<file path="src/verilog/hbp_pkg.sv">
// Constants, timing counts and types for the dual H-bridge PWM current control.
// Assumes a single 20 MHz clock and a synchronous active-high reset.
// Contract
// Enable low: all drivers off, high-impedance
// Enable high: both H-bridges may conduct
// Never both switches on; interlock dead time
// Short: limit current, then switch transistor off
// Two-bit slope selection for output edges
// Reverse current turns the switch on
// Low-side on-resistance follows range and position
// Comparator continuously feeds digital regulation loop
// PWM switching points aligned to PWM clock
// Selectable PWM frequency doubling
// Selectable artificial PWM frequency jitter
// PWM frequency from internal timing only
// Disabled: loop idle; restart from off
package hbp_pkg;

    localparam int CLK_FREQ_HZ = 20_000_000;
    localparam int CLK_FREQ_MHZ = CLK_FREQ_HZ / 1_000_000;

    // Internal PWM clock grid, all switching points land on it
    localparam int PWM_CLK_PERIOD_NS = 1000;
    localparam int PWM_CLK_CYCLES = (PWM_CLK_PERIOD_NS * CLK_FREQ_MHZ) / 1000;

    // PWM period in PWM clock ticks: 50 ticks of 1 us gives 20 kHz
    localparam int PWM_PERIOD_TICKS = 50;
    localparam int PWM_JITTER_BITS = 3;

    // Interlock dead time, least time so rounded up
    localparam int DEAD_TIME_NS = 250;
    localparam int DEAD_CYCLES_RAW = (DEAD_TIME_NS * CLK_FREQ_MHZ + 999) / 1000;
    localparam int DEAD_CYCLES = (DEAD_CYCLES_RAW < 1) ? 1 : DEAD_CYCLES_RAW;
    localparam int DEAD_W = 4;

    localparam int TICK_W = 5;
    localparam int PER_W = 6;

    // Low-side on-resistance adaptation thresholds
    localparam int RANGE_W = 5;
    localparam int POS_W = 7;
    localparam logic [RANGE_W-1:0] RANGE_LOW_THRESH = 5'h08;
    localparam logic [5:0] AMP_LOW_THRESH = 6'h0c;
    localparam logic [5:0] AMP_FULL = 6'h20;

    localparam int SLOPE_W = 2;
    localparam logic [SLOPE_W-1:0] SLOPE_RESET = 2'h0;

    localparam logic [PWM_JITTER_BITS-1:0] LFSR_SEED = 3'h5;

    localparam int N_WINDINGS = 2;
    localparam int N_HALF = 4;

    typedef enum logic [1:0] {
        REG_OFF,
        REG_FORWARD,
        REG_SLOW,
        REG_FAST
    } hbp_reg_state_t;

endpackage

</file>
<file path="src/verilog/hbp_pwm_clock.sv">
// Internal PWM clock and PWM period generator with doubling and jitter.
// Assumes only the system clock; no external timing input exists.
`timescale 1ns/100ps
module hbp_pwm_clock
    import hbp_pkg::*;
(
    input wire logic clk,
    input wire logic srst,
    input wire logic freq_double,
    input wire logic jitter_enable,
    output logic pwm_tick,
    output logic period_start
);

    logic [TICK_W-1:0] div_reg;
    logic [PER_W-1:0] tick_cnt_reg;
    logic [PER_W-1:0] period_len_reg;
    logic [PWM_JITTER_BITS-1:0] lfsr_reg;
    logic [PER_W-1:0] base_len;
    logic [PER_W-1:0] next_len;

    // fixed internal divider
    always_ff @(posedge clk)
    begin
        if (srst || div_reg == TICK_W'(PWM_CLK_CYCLES - 1))
            div_reg <= '0;
        else
            div_reg <= div_reg + 1'b1;
    end

    always_ff @(posedge clk)
    begin
        if (srst)
            pwm_tick <= 1'b0;
        else
            pwm_tick <= (div_reg == TICK_W'(PWM_CLK_CYCLES - 1));
    end

    // doubling halves the period
    always_comb
    begin
        base_len = freq_double ? PER_W'(PWM_PERIOD_TICKS / 2) : PER_W'(PWM_PERIOD_TICKS);
        // pseudo-random period stretch
        next_len = jitter_enable ? base_len + PER_W'(lfsr_reg) : base_len;
    end

    always_ff @(posedge clk)
    begin
        if (srst)
        begin
            tick_cnt_reg <= '0;
            period_len_reg <= PER_W'(PWM_PERIOD_TICKS);
            lfsr_reg <= LFSR_SEED;
            period_start <= 1'b0;
        end
        else
        begin
            period_start <= 1'b0;
            if (div_reg == TICK_W'(PWM_CLK_CYCLES - 1))
            begin
                if (tick_cnt_reg >= period_len_reg - 1'b1)
                begin
                    tick_cnt_reg <= '0;
                    period_len_reg <= next_len;
                    lfsr_reg <= {lfsr_reg[1:0], lfsr_reg[2] ^ lfsr_reg[1]};
                    period_start <= 1'b1;
                end
                else
                    tick_cnt_reg <= tick_cnt_reg + 1'b1;
            end
        end
    end

endmodule

</file>
<file path="src/verilog/hbp_half_bridge.sv">
// One half-bridge gate controller: interlock, short protection, active diode.
// Assumes commanded high and low never both asserted by the loop.
`timescale 1ns/100ps
module hbp_half_bridge
    import hbp_pkg::*;
(
    input wire logic clk,
    input wire logic srst,
    input wire logic enable,
    input wire logic cmd_high,
    input wire logic cmd_low,
    input wire logic reverse_high,
    input wire logic reverse_low,
    input wire logic overcurrent,
    input wire logic desat_high,
    input wire logic desat_low,
    output logic gate_high,
    output logic gate_low,
    output logic current_limit,
    output logic fault_high,
    output logic fault_low
);

    logic [DEAD_W-1:0] dead_reg;
    logic want_high;
    logic want_low;

    // reverse current closes the idle switch
    always_comb
    begin
        want_high = (cmd_high || (reverse_high && !cmd_low)) && !fault_high;
        want_low = (cmd_low || (reverse_low && !cmd_high && !want_high)) && !fault_low;
    end

    // break before make with dead time
    always_ff @(posedge clk)
    begin
        // disabled means both gates off
        if (srst || !enable)
        begin
            gate_high <= 1'b0;
            gate_low <= 1'b0;
            // Dead time reloads here so a short enable dip keeps the interlock
            dead_reg <= DEAD_W'(DEAD_CYCLES);
        end
        else if (gate_high && !want_high)
        begin
            gate_high <= 1'b0;
            dead_reg <= DEAD_W'(DEAD_CYCLES);
        end
        else if (gate_low && !want_low)
        begin
            gate_low <= 1'b0;
            dead_reg <= DEAD_W'(DEAD_CYCLES);
        end
        else if (dead_reg != '0)
            dead_reg <= dead_reg - 1'b1;
        else if (want_high && !gate_low)
            gate_high <= 1'b1;
        else if (want_low && !gate_high)
            gate_low <= 1'b1;
    end

    // first stage limits drive current
    always_ff @(posedge clk)
    begin
        if (srst || !enable)
            current_limit <= 1'b0;
        else
            current_limit <= overcurrent;
    end

    // second stage latches transistor off
    always_ff @(posedge clk)
    begin
        if (srst || !enable)
        begin
            fault_high <= 1'b0;
            fault_low <= 1'b0;
        end
        else
        begin
            if (desat_high && gate_high)
                fault_high <= 1'b1;
            if (desat_low && gate_low)
                fault_low <= 1'b1;
        end
    end

endmodule

</file>
<file path="src/verilog/hbp_bridge_ctrl.sv">
// Top of the dual H-bridge current control: enable, PWM loop, gate drive.
// Assumes comparator, reverse-current and short sense inputs are synchronous.
// Half-bridges 0 and 1 form winding 0, half-bridges 2 and 3 winding 1.
`timescale 1ns/100ps
module hbp_bridge_ctrl
    import hbp_pkg::*;
(
    input wire logic clk,
    input wire logic srst,
    input wire logic motor_drive_enable,
    input wire logic [SLOPE_W-1:0] slope_select,
    input wire logic pwm_double,
    input wire logic pwm_jitter,
    input wire logic [RANGE_W-1:0] current_range,
    input wire logic [POS_W-1:0] microstep_pos,
    input wire logic [N_WINDINGS-1:0] current_above,
    input wire logic [N_WINDINGS-1:0] winding_dir,
    input wire logic [N_HALF-1:0] reverse_high,
    input wire logic [N_HALF-1:0] reverse_low,
    input wire logic [N_HALF-1:0] overcurrent,
    input wire logic [N_HALF-1:0] desat_high,
    input wire logic [N_HALF-1:0] desat_low,
    output logic [N_HALF-1:0] gate_high,
    output logic [N_HALF-1:0] gate_low,
    output logic [N_HALF-1:0] current_limit,
    output logic [N_HALF-1:0] short_fault,
    output logic outputs_active,
    output logic [SLOPE_W-1:0] slope_code,
    output logic [N_WINDINGS-1:0] lowside_rds_high,
    output logic [N_WINDINGS-1:0] fast_decay,
    output logic [N_WINDINGS-1:0] pwm_on
);

    logic enable_reg;
    logic pwm_tick;
    logic period_start;
    logic [N_HALF-1:0] cmd_high;
    logic [N_HALF-1:0] cmd_low;
    logic [N_HALF-1:0] fault_high;
    logic [N_HALF-1:0] fault_low;
    hbp_reg_state_t state_reg [N_WINDINGS];
    logic [N_WINDINGS-1:0] above_all_reg;
    logic [5:0] amp_x;
    logic [5:0] amp_y;
    logic [5:0] amp [N_WINDINGS];

    // enable taken from the control bit
    // enable releases both bridges together
    always_ff @(posedge clk)
    begin
        if (srst)
            enable_reg <= 1'b0;
        else
            enable_reg <= motor_drive_enable;
    end

    always_ff @(posedge clk)
    begin
        if (srst)
            outputs_active <= 1'b0;
        else
            outputs_active <= enable_reg;
    end

    // slope trim passed to gate drivers
    always_ff @(posedge clk)
    begin
        if (srst)
            slope_code <= SLOPE_RESET;
        else
            slope_code <= slope_select;
    end

    // PWM timing from internal divider only
    hbp_pwm_clock u_pwm_clock (
        .clk(clk),
        .srst(srst),
        .freq_double(pwm_double),
        .jitter_enable(pwm_jitter),
        .pwm_tick(pwm_tick),
        .period_start(period_start)
    );

    // Coil amplitude index out of the 128-step circle
    always_comb
    begin
        amp_x = microstep_pos[5] ? AMP_FULL - {1'b0, microstep_pos[4:0]} : {1'b0, microstep_pos[4:0]};
        amp_y = AMP_FULL - amp_x;
        amp[0] = amp_x;
        amp[1] = amp_y;
    end

    genvar w;
    generate
        for (w = 0; w < N_WINDINGS; w++)
        begin : g_winding
            // low-side resistance per coil, high side fixed
            always_ff @(posedge clk)
            begin
                if (srst)
                    lowside_rds_high[w] <= 1'b0;
                else
                    lowside_rds_high[w] <= (current_range < RANGE_LOW_THRESH) || (amp[w] < AMP_LOW_THRESH);
            end

            // Tracks whether the whole last period stayed above target
            always_ff @(posedge clk)
            begin
                if (srst || !enable_reg)
                    above_all_reg[w] <= 1'b0;
                else if (period_start)
                    above_all_reg[w] <= 1'b1;
                else if (!current_above[w])
                    above_all_reg[w] <= 1'b0;
            end

            // comparator steers the decay loop
            // transitions only on PWM clock ticks, except the drop to REG_OFF on disable
            always_ff @(posedge clk)
            begin
                // disabled loop rests off
                if (srst || !enable_reg)
                    state_reg[w] <= REG_OFF;
                else if (period_start)
                begin
                    if (!current_above[w])
                        state_reg[w] <= REG_FORWARD;
                    else if (above_all_reg[w] && current_above[w])
                        state_reg[w] <= REG_FAST;
                    else
                        state_reg[w] <= REG_SLOW;
                end
                else if (pwm_tick)
                begin
                    case (state_reg[w])
                        REG_FORWARD:
                        begin
                            if (current_above[w])
                                state_reg[w] <= REG_SLOW;
                        end
                        REG_FAST:
                        begin
                            if (!current_above[w])
                                state_reg[w] <= REG_SLOW;
                        end
                        default:
                        begin
                            state_reg[w] <= state_reg[w];
                        end
                    endcase
                end
            end

            always_ff @(posedge clk)
            begin
                if (srst)
                begin
                    pwm_on[w] <= 1'b0;
                    fast_decay[w] <= 1'b0;
                end
                else
                begin
                    pwm_on[w] <= (state_reg[w] == REG_FORWARD);
                    fast_decay[w] <= (state_reg[w] == REG_FAST);
                end
            end

            // Forward drives along dir, slow shorts low sides, fast reverses
            always_comb
            begin
                cmd_high[2*w] = 1'b0;
                cmd_high[2*w+1] = 1'b0;
                cmd_low[2*w] = 1'b0;
                cmd_low[2*w+1] = 1'b0;
                case (state_reg[w])
                    REG_FORWARD:
                    begin
                        cmd_high[2*w] = winding_dir[w];
                        cmd_low[2*w+1] = winding_dir[w];
                        cmd_high[2*w+1] = !winding_dir[w];
                        cmd_low[2*w] = !winding_dir[w];
                    end
                    REG_SLOW:
                    begin
                        cmd_low[2*w] = 1'b1;
                        cmd_low[2*w+1] = 1'b1;
                    end
                    REG_FAST:
                    begin
                        cmd_high[2*w] = !winding_dir[w];
                        cmd_low[2*w+1] = !winding_dir[w];
                        cmd_high[2*w+1] = winding_dir[w];
                        cmd_low[2*w] = winding_dir[w];
                    end
                    default:
                    begin
                        cmd_high[2*w] = 1'b0;
                    end
                endcase
            end
        end
    endgenerate

    genvar h;
    generate
        for (h = 0; h < N_HALF; h++)
        begin : g_half
            hbp_half_bridge u_half (
                .clk(clk),
                .srst(srst),
                .enable(enable_reg),
                .cmd_high(cmd_high[h]),
                .cmd_low(cmd_low[h]),
                .reverse_high(reverse_high[h]),
                .reverse_low(reverse_low[h]),
                .overcurrent(overcurrent[h]),
                .desat_high(desat_high[h]),
                .desat_low(desat_low[h]),
                .gate_high(gate_high[h]),
                .gate_low(gate_low[h]),
                .current_limit(current_limit[h]),
                .fault_high(fault_high[h]),
                .fault_low(fault_low[h])
            );

            // short status, latched until disable
            always_ff @(posedge clk)
            begin
                if (srst)
                    short_fault[h] <= 1'b0;
                else
                    short_fault[h] <= fault_high[h] || fault_low[h];
            end
        end
    endgenerate

endmodule

</file>
<file path="config.mk">
export PLATFORM = sky130hd
export DESIGN_NAME = hbp_bridge_ctrl
export DESIGN_NICKNAME = d
export VERILOG_FILES = /design/src/verilog/hbp_pkg.sv /design/src/verilog/hbp_pwm_clock.sv /design/src/verilog/hbp_half_bridge.sv /design/src/verilog/hbp_bridge_ctrl.sv
export SDC_FILE = /design/constraint.sdc
export NUM_CORES = 1
export LEC_CHECK = 0
export ABC_AREA = 0
export BUFFER_PORTS_ARGS = -buffer_cell sky130_fd_sc_hd__buf_2
export CORE_ASPECT_RATIO = 0.75
export CORE_MARGIN = 3
export CORE_UTILIZATION = 56
export DETAILED_ROUTE_END_ITERATION = 10
export PLACE_DENSITY = 0.8
export SLEW_MARGIN = 20
export SYNTH_ARGS = -nofsm -noshare
export SYNTH_HDL_FRONTEND = slang
export SYNTH_SLANG_ARGS = --single-unit
export TNS_END_PERCENT = 50
</file>
<file path="constraint.sdc">
create_clock -name clk -period 2.7 [get_ports clk]
set_input_delay 0.135 -clock clk [delete_from_list [all_inputs] [get_ports clk]]
set_output_delay 0.135 -clock clk [all_outputs]
set_load 0.02 [all_outputs]
</file>
==> results.cfg, run 1 <==
[sta]
report.final.setup_viol = 0
timing.max_slew.rel_slack = 0.657
post-route-min-period_ns = 2.44
hold_violations = 0
grt_setup_unrepaired = false
post-route-period-util = 0.904
timing.final.max_slew_violations = 0
finalSetupTns_ns = 0
final.setup_skew_ns = 0.00723
max_freq_ghz = 0.410
worst-slew-pin-transition_ns = 0.502

[synth]
post_synth_instance_area_um2 = 3980
synth.area.top_cells = sky130_fd_sc_hd__dfxtp_1, sky130_fd_sc_hd__ha_1, sky130_fd_sc_hd__nor2_1, sky130_fd_sc_hd__a21oi_1, sky130_fd_sc_hd__xor2_1
synth_warnings = 0
synthArstFlopShare = 0
yosysSeqAreaShare = 0.402
synth.largest_area_cell = sky130_fd_sc_hd__dfxtp_1
syn-mean-instance-area_um2 = 8.66
netlist-cell-type-count = 67
synth-edff-count = 4
postSynthRegisterBits = 78
ys.flop_type = sky130_fd_sc_hd__dfxtp_1
synth_top_area_share = 0.372
syn-num-nets = 524
synthTopCellsByCount = sky130_fd_sc_hd__dfxtp_1, sky130_fd_sc_hd__nor2_1, sky130_fd_sc_hd__a21oi_1, sky130_fd_sc_hd__nand2_1, sky130_fd_sc_hd__inv_1
yosysMostFrequentCell = sky130_fd_sc_hd__dfxtp_1
synthesis.instances = 460

[status]
result_of_the_run = complete, no violations

[critical_path]
crit_family = simple AND/OR/NAND/NOR gates
cp-end-kind = flip-flop
timing.critical_path.slowest_cell_delay_ns = 0.41
critical_path_peak_fanout = 8
worst_r2r_path_depth = 9
nature_of_the_critical_path_startpoint = flip-flop
critPathKind = flip-flop to flip-flop
worstPathBufferInverterCount = 1
stages_on_the_worst_setup_path = 9
cpMaxStageDelayCell = sky130_fd_sc_hd__or3_1
critPathArrivalTime_ns = 2.66
critical_path_required_ns = 2.92
worstPathCellList = or3_1, xor2_1, ha_1, nand2_1, o21ai_0, nand4_2, buf_4, a211oi_1, o21ai_0
timing.critical_path.mode_cell = sky130_fd_sc_hd__o21ai_0

[clocking]
cts_tree = yes
cts.repair_timing.setup_buffer_count = 0
number_of_clock_sinks_seen_by_cts = 78
clk_path_buf_depth = 2
tritoncts.num_buffers = 9
ctsHoldBuffers = 5
clock_latency_reported_for_the_late_side_of_the_worst_skew_pair_ns = 0.34
clk_root_buffer_cell = sky130_fd_sc_hd__clkbuf_8
cts-htree-levels = 3
clk_pin_slew_worst_paths_ns = 0.08
cts_repair_resize_count = 0

[finish]
filler_cell_count = 541
fin_nets = 576
largest_register_ff_count = 16
post_layout_nonfiller_instances = 611
area_growth_syn_to_layout_pct = 12.5
antennaDiodeCount = 0
fraction_of_layout_instances_using_a_drive_strength_above_1 = 0.182
final_design_area_no_fill_um2 = 4480

[routing]
routed_wl_mm = 8.32
drt_first_iter_violations = 170
vias = 3315
routedWlPerCell_um = 13.6
remaining_antenna_violation_count_after_routing = 0
vias_per_cell = 5.43
detailedRoute.firstPassIterationCount = 4
drc = 0

[power]
total_power_w = 0.00213
ir_drop_uv = 285
p_leak_nw = 1.96
pwr_density_cell_nw_per_um2 = 476

[place]
gp_weighted_congestion = 0.851
port_buffers = 63
dp_cells = 590
post_dp_cell_area_um2 = 4260
hpwlAfterDp_mm = 6.15

[floorplanning]
io_pins = 68
start_util = 0.603
die-area_um2 = 8170
number_of_rows_created_at_floorplan = 25
floorplan.core_area_um2 = 6600
die_height_um = 79.0
die_w_um = 103

[global_route]
grt_pass1_wl_mm = 13.8
global_route.overflow_total = 0
grt_max_degree = 30
grt_pass1_vias = 3112
grt_antenna_before_repair = 0
global_route.usage.total = 0.211

[run]
maxCapViolCount = 0

[hold_path]
worst_hold_path.num_cells = 2
min_path_type = primary input to flip-flop
path summary, 6_finish.rpt:
check / slack (ns) / startpoint / endpoint
hold reg to reg: 0.46 / u_pwm_clock.div_reg[0] / u_pwm_clock.div_reg[0]
setup reg to reg: 0.26 / u_pwm_clock.period_len_reg[0] / u_pwm_clock.period_len_reg[5]
hold / removal: 0.01 / slope_select[0] / slope_code[0]
setup / recovery: 0.26 / u_pwm_clock.period_len_reg[0] / u_pwm_clock.period_len_reg[5]
routing by layer:
layer | vias up | wire [µm] | GRT usage
met5 | - | 0 | 0
met1 | 1504 | 3890 | 0.280
met3 | 8 | 499 | 0.0606
met2 | 89 | 3850 | 0.330
li1 | 1714 | - | -
met4 | 0 | 72 | 0.0647
worst register-to-register path: cells and delay by family (launching register included):
kind	cells	cell delay [ns]
and+or+nand+nor	3	0.67
AOI/OAI and AO/OA	3	0.65
DFF	1	0.31
adders and majority gates	1	0.30
buffers and inverters	1	0.21
xor gates and xnor gates	1	0.17
cell type report:
| class | count | area [µm²] | area share |
|---|---|---|---|
| clock buffers | 10 | 128 | 0.0285 |
| clock inverters | 6 | 38.8 | 0.00866 |
| inverters | 28 | 105 | 0.0235 |
| multi-input cells | 324 | 2100 | 0.469 |
| flip-flops and latches | 78 | 1600 | 0.357 |
| well taps | 94 | 118 | 0.0262 |
| repair buffers | 71 | 388 | 0.0866 |
where the power goes:
part           switching [W]  internal, W
combinational       0.000111    0.0000865
clock               0.000412     0.000330
sequential         0.0000145      0.00118
per-stage QoR:
stage	setup WS (ns)	hold WS (ns)	util
finish	0.259	0.0109	0.679
global placement	0.401	0.335	0.646
CTS	0.296	0.000102	0.679
floorplan	0.393	0.219	-
detailed placement	0.318	0.338	0.646
global route	0.127	0.0000856	0.679
cell usage in the layout (no fill, tap or decap), types with 5 or more instances in the layout:
master | Yosys | routed
sky130_fd_sc_hd__and2_1 | 8 | 8
sky130_fd_sc_hd__a211oi_1 | 9 | 9
sky130_fd_sc_hd__dfxtp_1 | 74 | 74
sky130_fd_sc_hd__o21ai_0 | 23 | 23
sky130_fd_sc_hd__and3_1 | 6 | 6
sky130_fd_sc_hd__clkbuf_8 | 0 | 9
sky130_fd_sc_hd__ha_1 | 20 | 20
sky130_fd_sc_hd__a21oi_1 | 32 | 32
sky130_fd_sc_hd__xnor2_1 | 12 | 12
sky130_fd_sc_hd__dlygate4sd3_1 | 0 | 5
sky130_fd_sc_hd__inv_1 | 27 | 27
sky130_fd_sc_hd__xor2_1 | 17 | 17
sky130_fd_sc_hd__nand3_1 | 8 | 8
sky130_fd_sc_hd__buf_2 | 3 | 63
sky130_fd_sc_hd__nor3_1 | 24 | 24
sky130_fd_sc_hd__nor2_1 | 50 | 50
sky130_fd_sc_hd__nand2_1 | 32 | 32
sky130_fd_sc_hd__nor2b_1 | 7 | 7
cells by family (layout without fill, tap and decap cells):
kind of cell	Yosys count	in the layout	synth area share
flops	78	78	0.402
mux	3	3	0.00754
buf+inv	58	115	0.0698
simple gates	159	159	0.195
compound gates	112	112	0.194
fa+ha+maj	21	21	0.0679
xor+xnor	29	29	0.0638
Power figures use the tool's default switching activity.
==> inputs of run 2 (changes only) <==
--- a/config.mk
+++ b/config.mk
@@ -9,9 +9,9 @@
 export BUFFER_PORTS_ARGS = -buffer_cell sky130_fd_sc_hd__buf_2
 export CORE_ASPECT_RATIO = 0.75
 export CORE_MARGIN = 3
-export CORE_UTILIZATION = 56
+export CORE_UTILIZATION = 51
 export DETAILED_ROUTE_END_ITERATION = 10
-export PLACE_DENSITY = 0.8
+export PLACE_DENSITY = 0.76
 export SLEW_MARGIN = 20
 export SYNTH_ARGS = -nofsm -noshare
 export SYNTH_HDL_FRONTEND = slang
==> constraint.sdc (replaced) <==
create_clock -name clk -period 2.15 [get_ports clk]
set_input_delay 0.1075 -clock clk [delete_from_list [all_inputs] [get_ports clk]]
set_output_delay 0.1075 -clock clk [all_outputs]
set_load 0.02 [all_outputs]
==> run 2 against run 1 <==
Net effect:
- the run now ends with setup timing left
- critical endpoint is now u_pwm_clock.tick_cnt_reg[0]
- global-route usage shrank 0.60 points
- register-to-register slack worse by 0.29 ns
- non-clock buffer count is 16 higher
- clock power grew 44%
==> results.cfg, run 2 (synthesis gave the netlist of run 1 again) <==
[routing]
vias_per_cell = 5.48
vias = 3473
drt_first_iter_violations = 144
routedWlPerCell_um = 13.9
remaining_antenna_violation_count_after_routing = 0
detailedRoute.firstPassIterationCount = 5
routed_wl_mm = 8.83
drc = 0

[finish]
area_growth_syn_to_layout_pct = 18.9
largest_register_ff_count = 16
fraction_of_layout_instances_using_a_drive_strength_above_1 = 0.221
fin_nets = 592
antennaDiodeCount = 0
final_cell_mix = sky130_fd_sc_hd__dfxtp_1, sky130_fd_sc_hd__buf_2, sky130_fd_sc_hd__nor2_1
layout.cells.most_common = sky130_fd_sc_hd__dfxtp_1

[floorplanning]
die_w_um = 108
floorplan.core_area_um2 = 7470
die_height_um = 82.5
io_pins = 68
start_util = 0.533
number_of_rows_created_at_floorplan = 27
die-area_um2 = 8910

[sta]
grt_setup_unrepaired = true
worst-slew-pin-transition_ns = 0.478
post-route-period-util = 1.02
post-route-min-period_ns = 2.18
finalWorstSetupSlack_ns = -0.0332
hold_violations = 0
timing.final.max_slew_violations = 0
report.final.setup_viol = 1
max_freq_ghz = 0.458
final.setup_skew_ns = 0.00980
timing.max_slew.rel_slack = 0.679

[place]
hpwlAfterDp_mm = 6.27
port_buffers = 63
detailedPlace.worstSlack_ns = -0.0880
gp_weighted_congestion = 0.875

[critical_path]
critPathArrivalTime_ns = 2.47
cp-end-kind = flip-flop
timing.critical_path.slowest_cell_delay_ns = 0.39
crit_family = compound AO/OA/AOI/OAI gates
critical_path_peak_fanout = 3
critPathKind = flip-flop to flip-flop
worstPathCellList = or3_4, xor2_1, ha_1, a21oi_2, o21ai_4, a21o_1, a2111o_1, a21oi_1
worstPathBufferInverterCount = 0
nature_of_the_critical_path_startpoint = flip-flop
cpMaxStageDelayCell = sky130_fd_sc_hd__or3_4
critical_path_required_ns = 2.43

[clocking]
clk_root_buffer_cell = sky130_fd_sc_hd__clkbuf_8
cts-htree-levels = 3
cts_tree = yes
tritoncts.num_buffers = 9
clk_pin_slew_worst_paths_ns = 0.09
clk_path_buf_depth = 2
clock_latency_reported_for_the_late_side_of_the_worst_skew_pair_ns = 0.35
number_of_clock_sinks_seen_by_cts = 78

[global_route]
global_route.usage.total = 0.205
global_route.overflow_total = 0
grt_pass1_vias = 3279
grt_antenna_before_repair = 0
grt_max_degree = 30
grt_pass1_wl_mm = 14.6

[power]
total_power_w = 0.00282
ir_drop_uv = 358
pwr_density_cell_nw_per_um2 = 597
p_leak_nw = 2.07

[run]
maxCapViolCount = 0

[hold_path]
min_path_type = primary input to flip-flop

[status]
violations = setup timing
result_of_the_run = finished, violations left
-- run 2: per-stage QoR --
stage | instances | hold WS [ns] | util | TNS (ns) | area [µm²]
2_1_floorplan | 460 | 0.191 | - | -0.0183 | 4020
3_3_place_gp | 606 | 0.306 | 0.585 | -0.113 | 4370
3_5_place_dp | 606 | 0.310 | 0.585 | -0.308 | 4370
4_1_cts | 633 | 0.000581 | 0.627 | -0.235 | 4680
5_1_grt | 634 | 0.0194 | 0.634 | -0.850 | 4730
6_report | 634 | 0.00991 | 0.634 | -0.0332 | 4730
-- run 2: area by class of cell --
cell class	count	area, µm²
Timing Repair Buffer	87	528
Clock inverter	6	62.6
Sequential cell	78	1600
Inverter	28	105
Clock buffer	10	128
Fill cell	623	2730
Multi-Input combinational cell	324	2180
Tap cell	101	126
-- run 2: power by group --
group | switching [W] | internal (W) | total [W]
Clock | 0.000535 | 0.000532 | 0.00107
Combinational | 0.000145 | 0.000116 | 0.000261
Sequential | 0.0000165 | 0.00148 | 0.00149
Total | 0.000697 | 0.00213 | 0.00282
-- run 2: final timing paths --
check | cells after the start | startpoint | to | slack (ns)
setup / recovery | 8 | u_pwm_clock.period_len_reg[0] | u_pwm_clock.tick_cnt_reg[0] | -0.03
hold / removal | 3 | desat_low[1] | g_half[1].u_half.fault_low | 0.01
setup reg to reg | 8 | u_pwm_clock.period_len_reg[0] | u_pwm_clock.tick_cnt_reg[0] | -0.03
hold reg to reg | 1 | u_pwm_clock.div_reg[0] | u_pwm_clock.div_reg[0] | 0.48
-- run 2: layer usage --
metal	global-route usage	up-vias	wire length [µm]	share of wire
met2	0.342	96	4200	0.48
met3	0.0482	10	464	0.053
met5	0	-	0	0
met1	0.267	1628	4090	0.46
met4	0.0593	0	72	0.0082
li1	-	1739	-	-
-- run 2: timing repair --
action,4_1_cts,5_1_grt
setup endpoints to repair,10,16
hold endpoints to repair,10,0
pin swaps,12,7
hold buffers,10,0
setup buffers,1,1
resized for setup,8,8
-- run 2: worst min-delay path, stage by stage --
cell,delay (ns)
sky130_fd_sc_hd__buf_2,0.08
sky130_fd_sc_hd__a21oi_1,0.05
sky130_fd_sc_hd__nor2_1,0.08
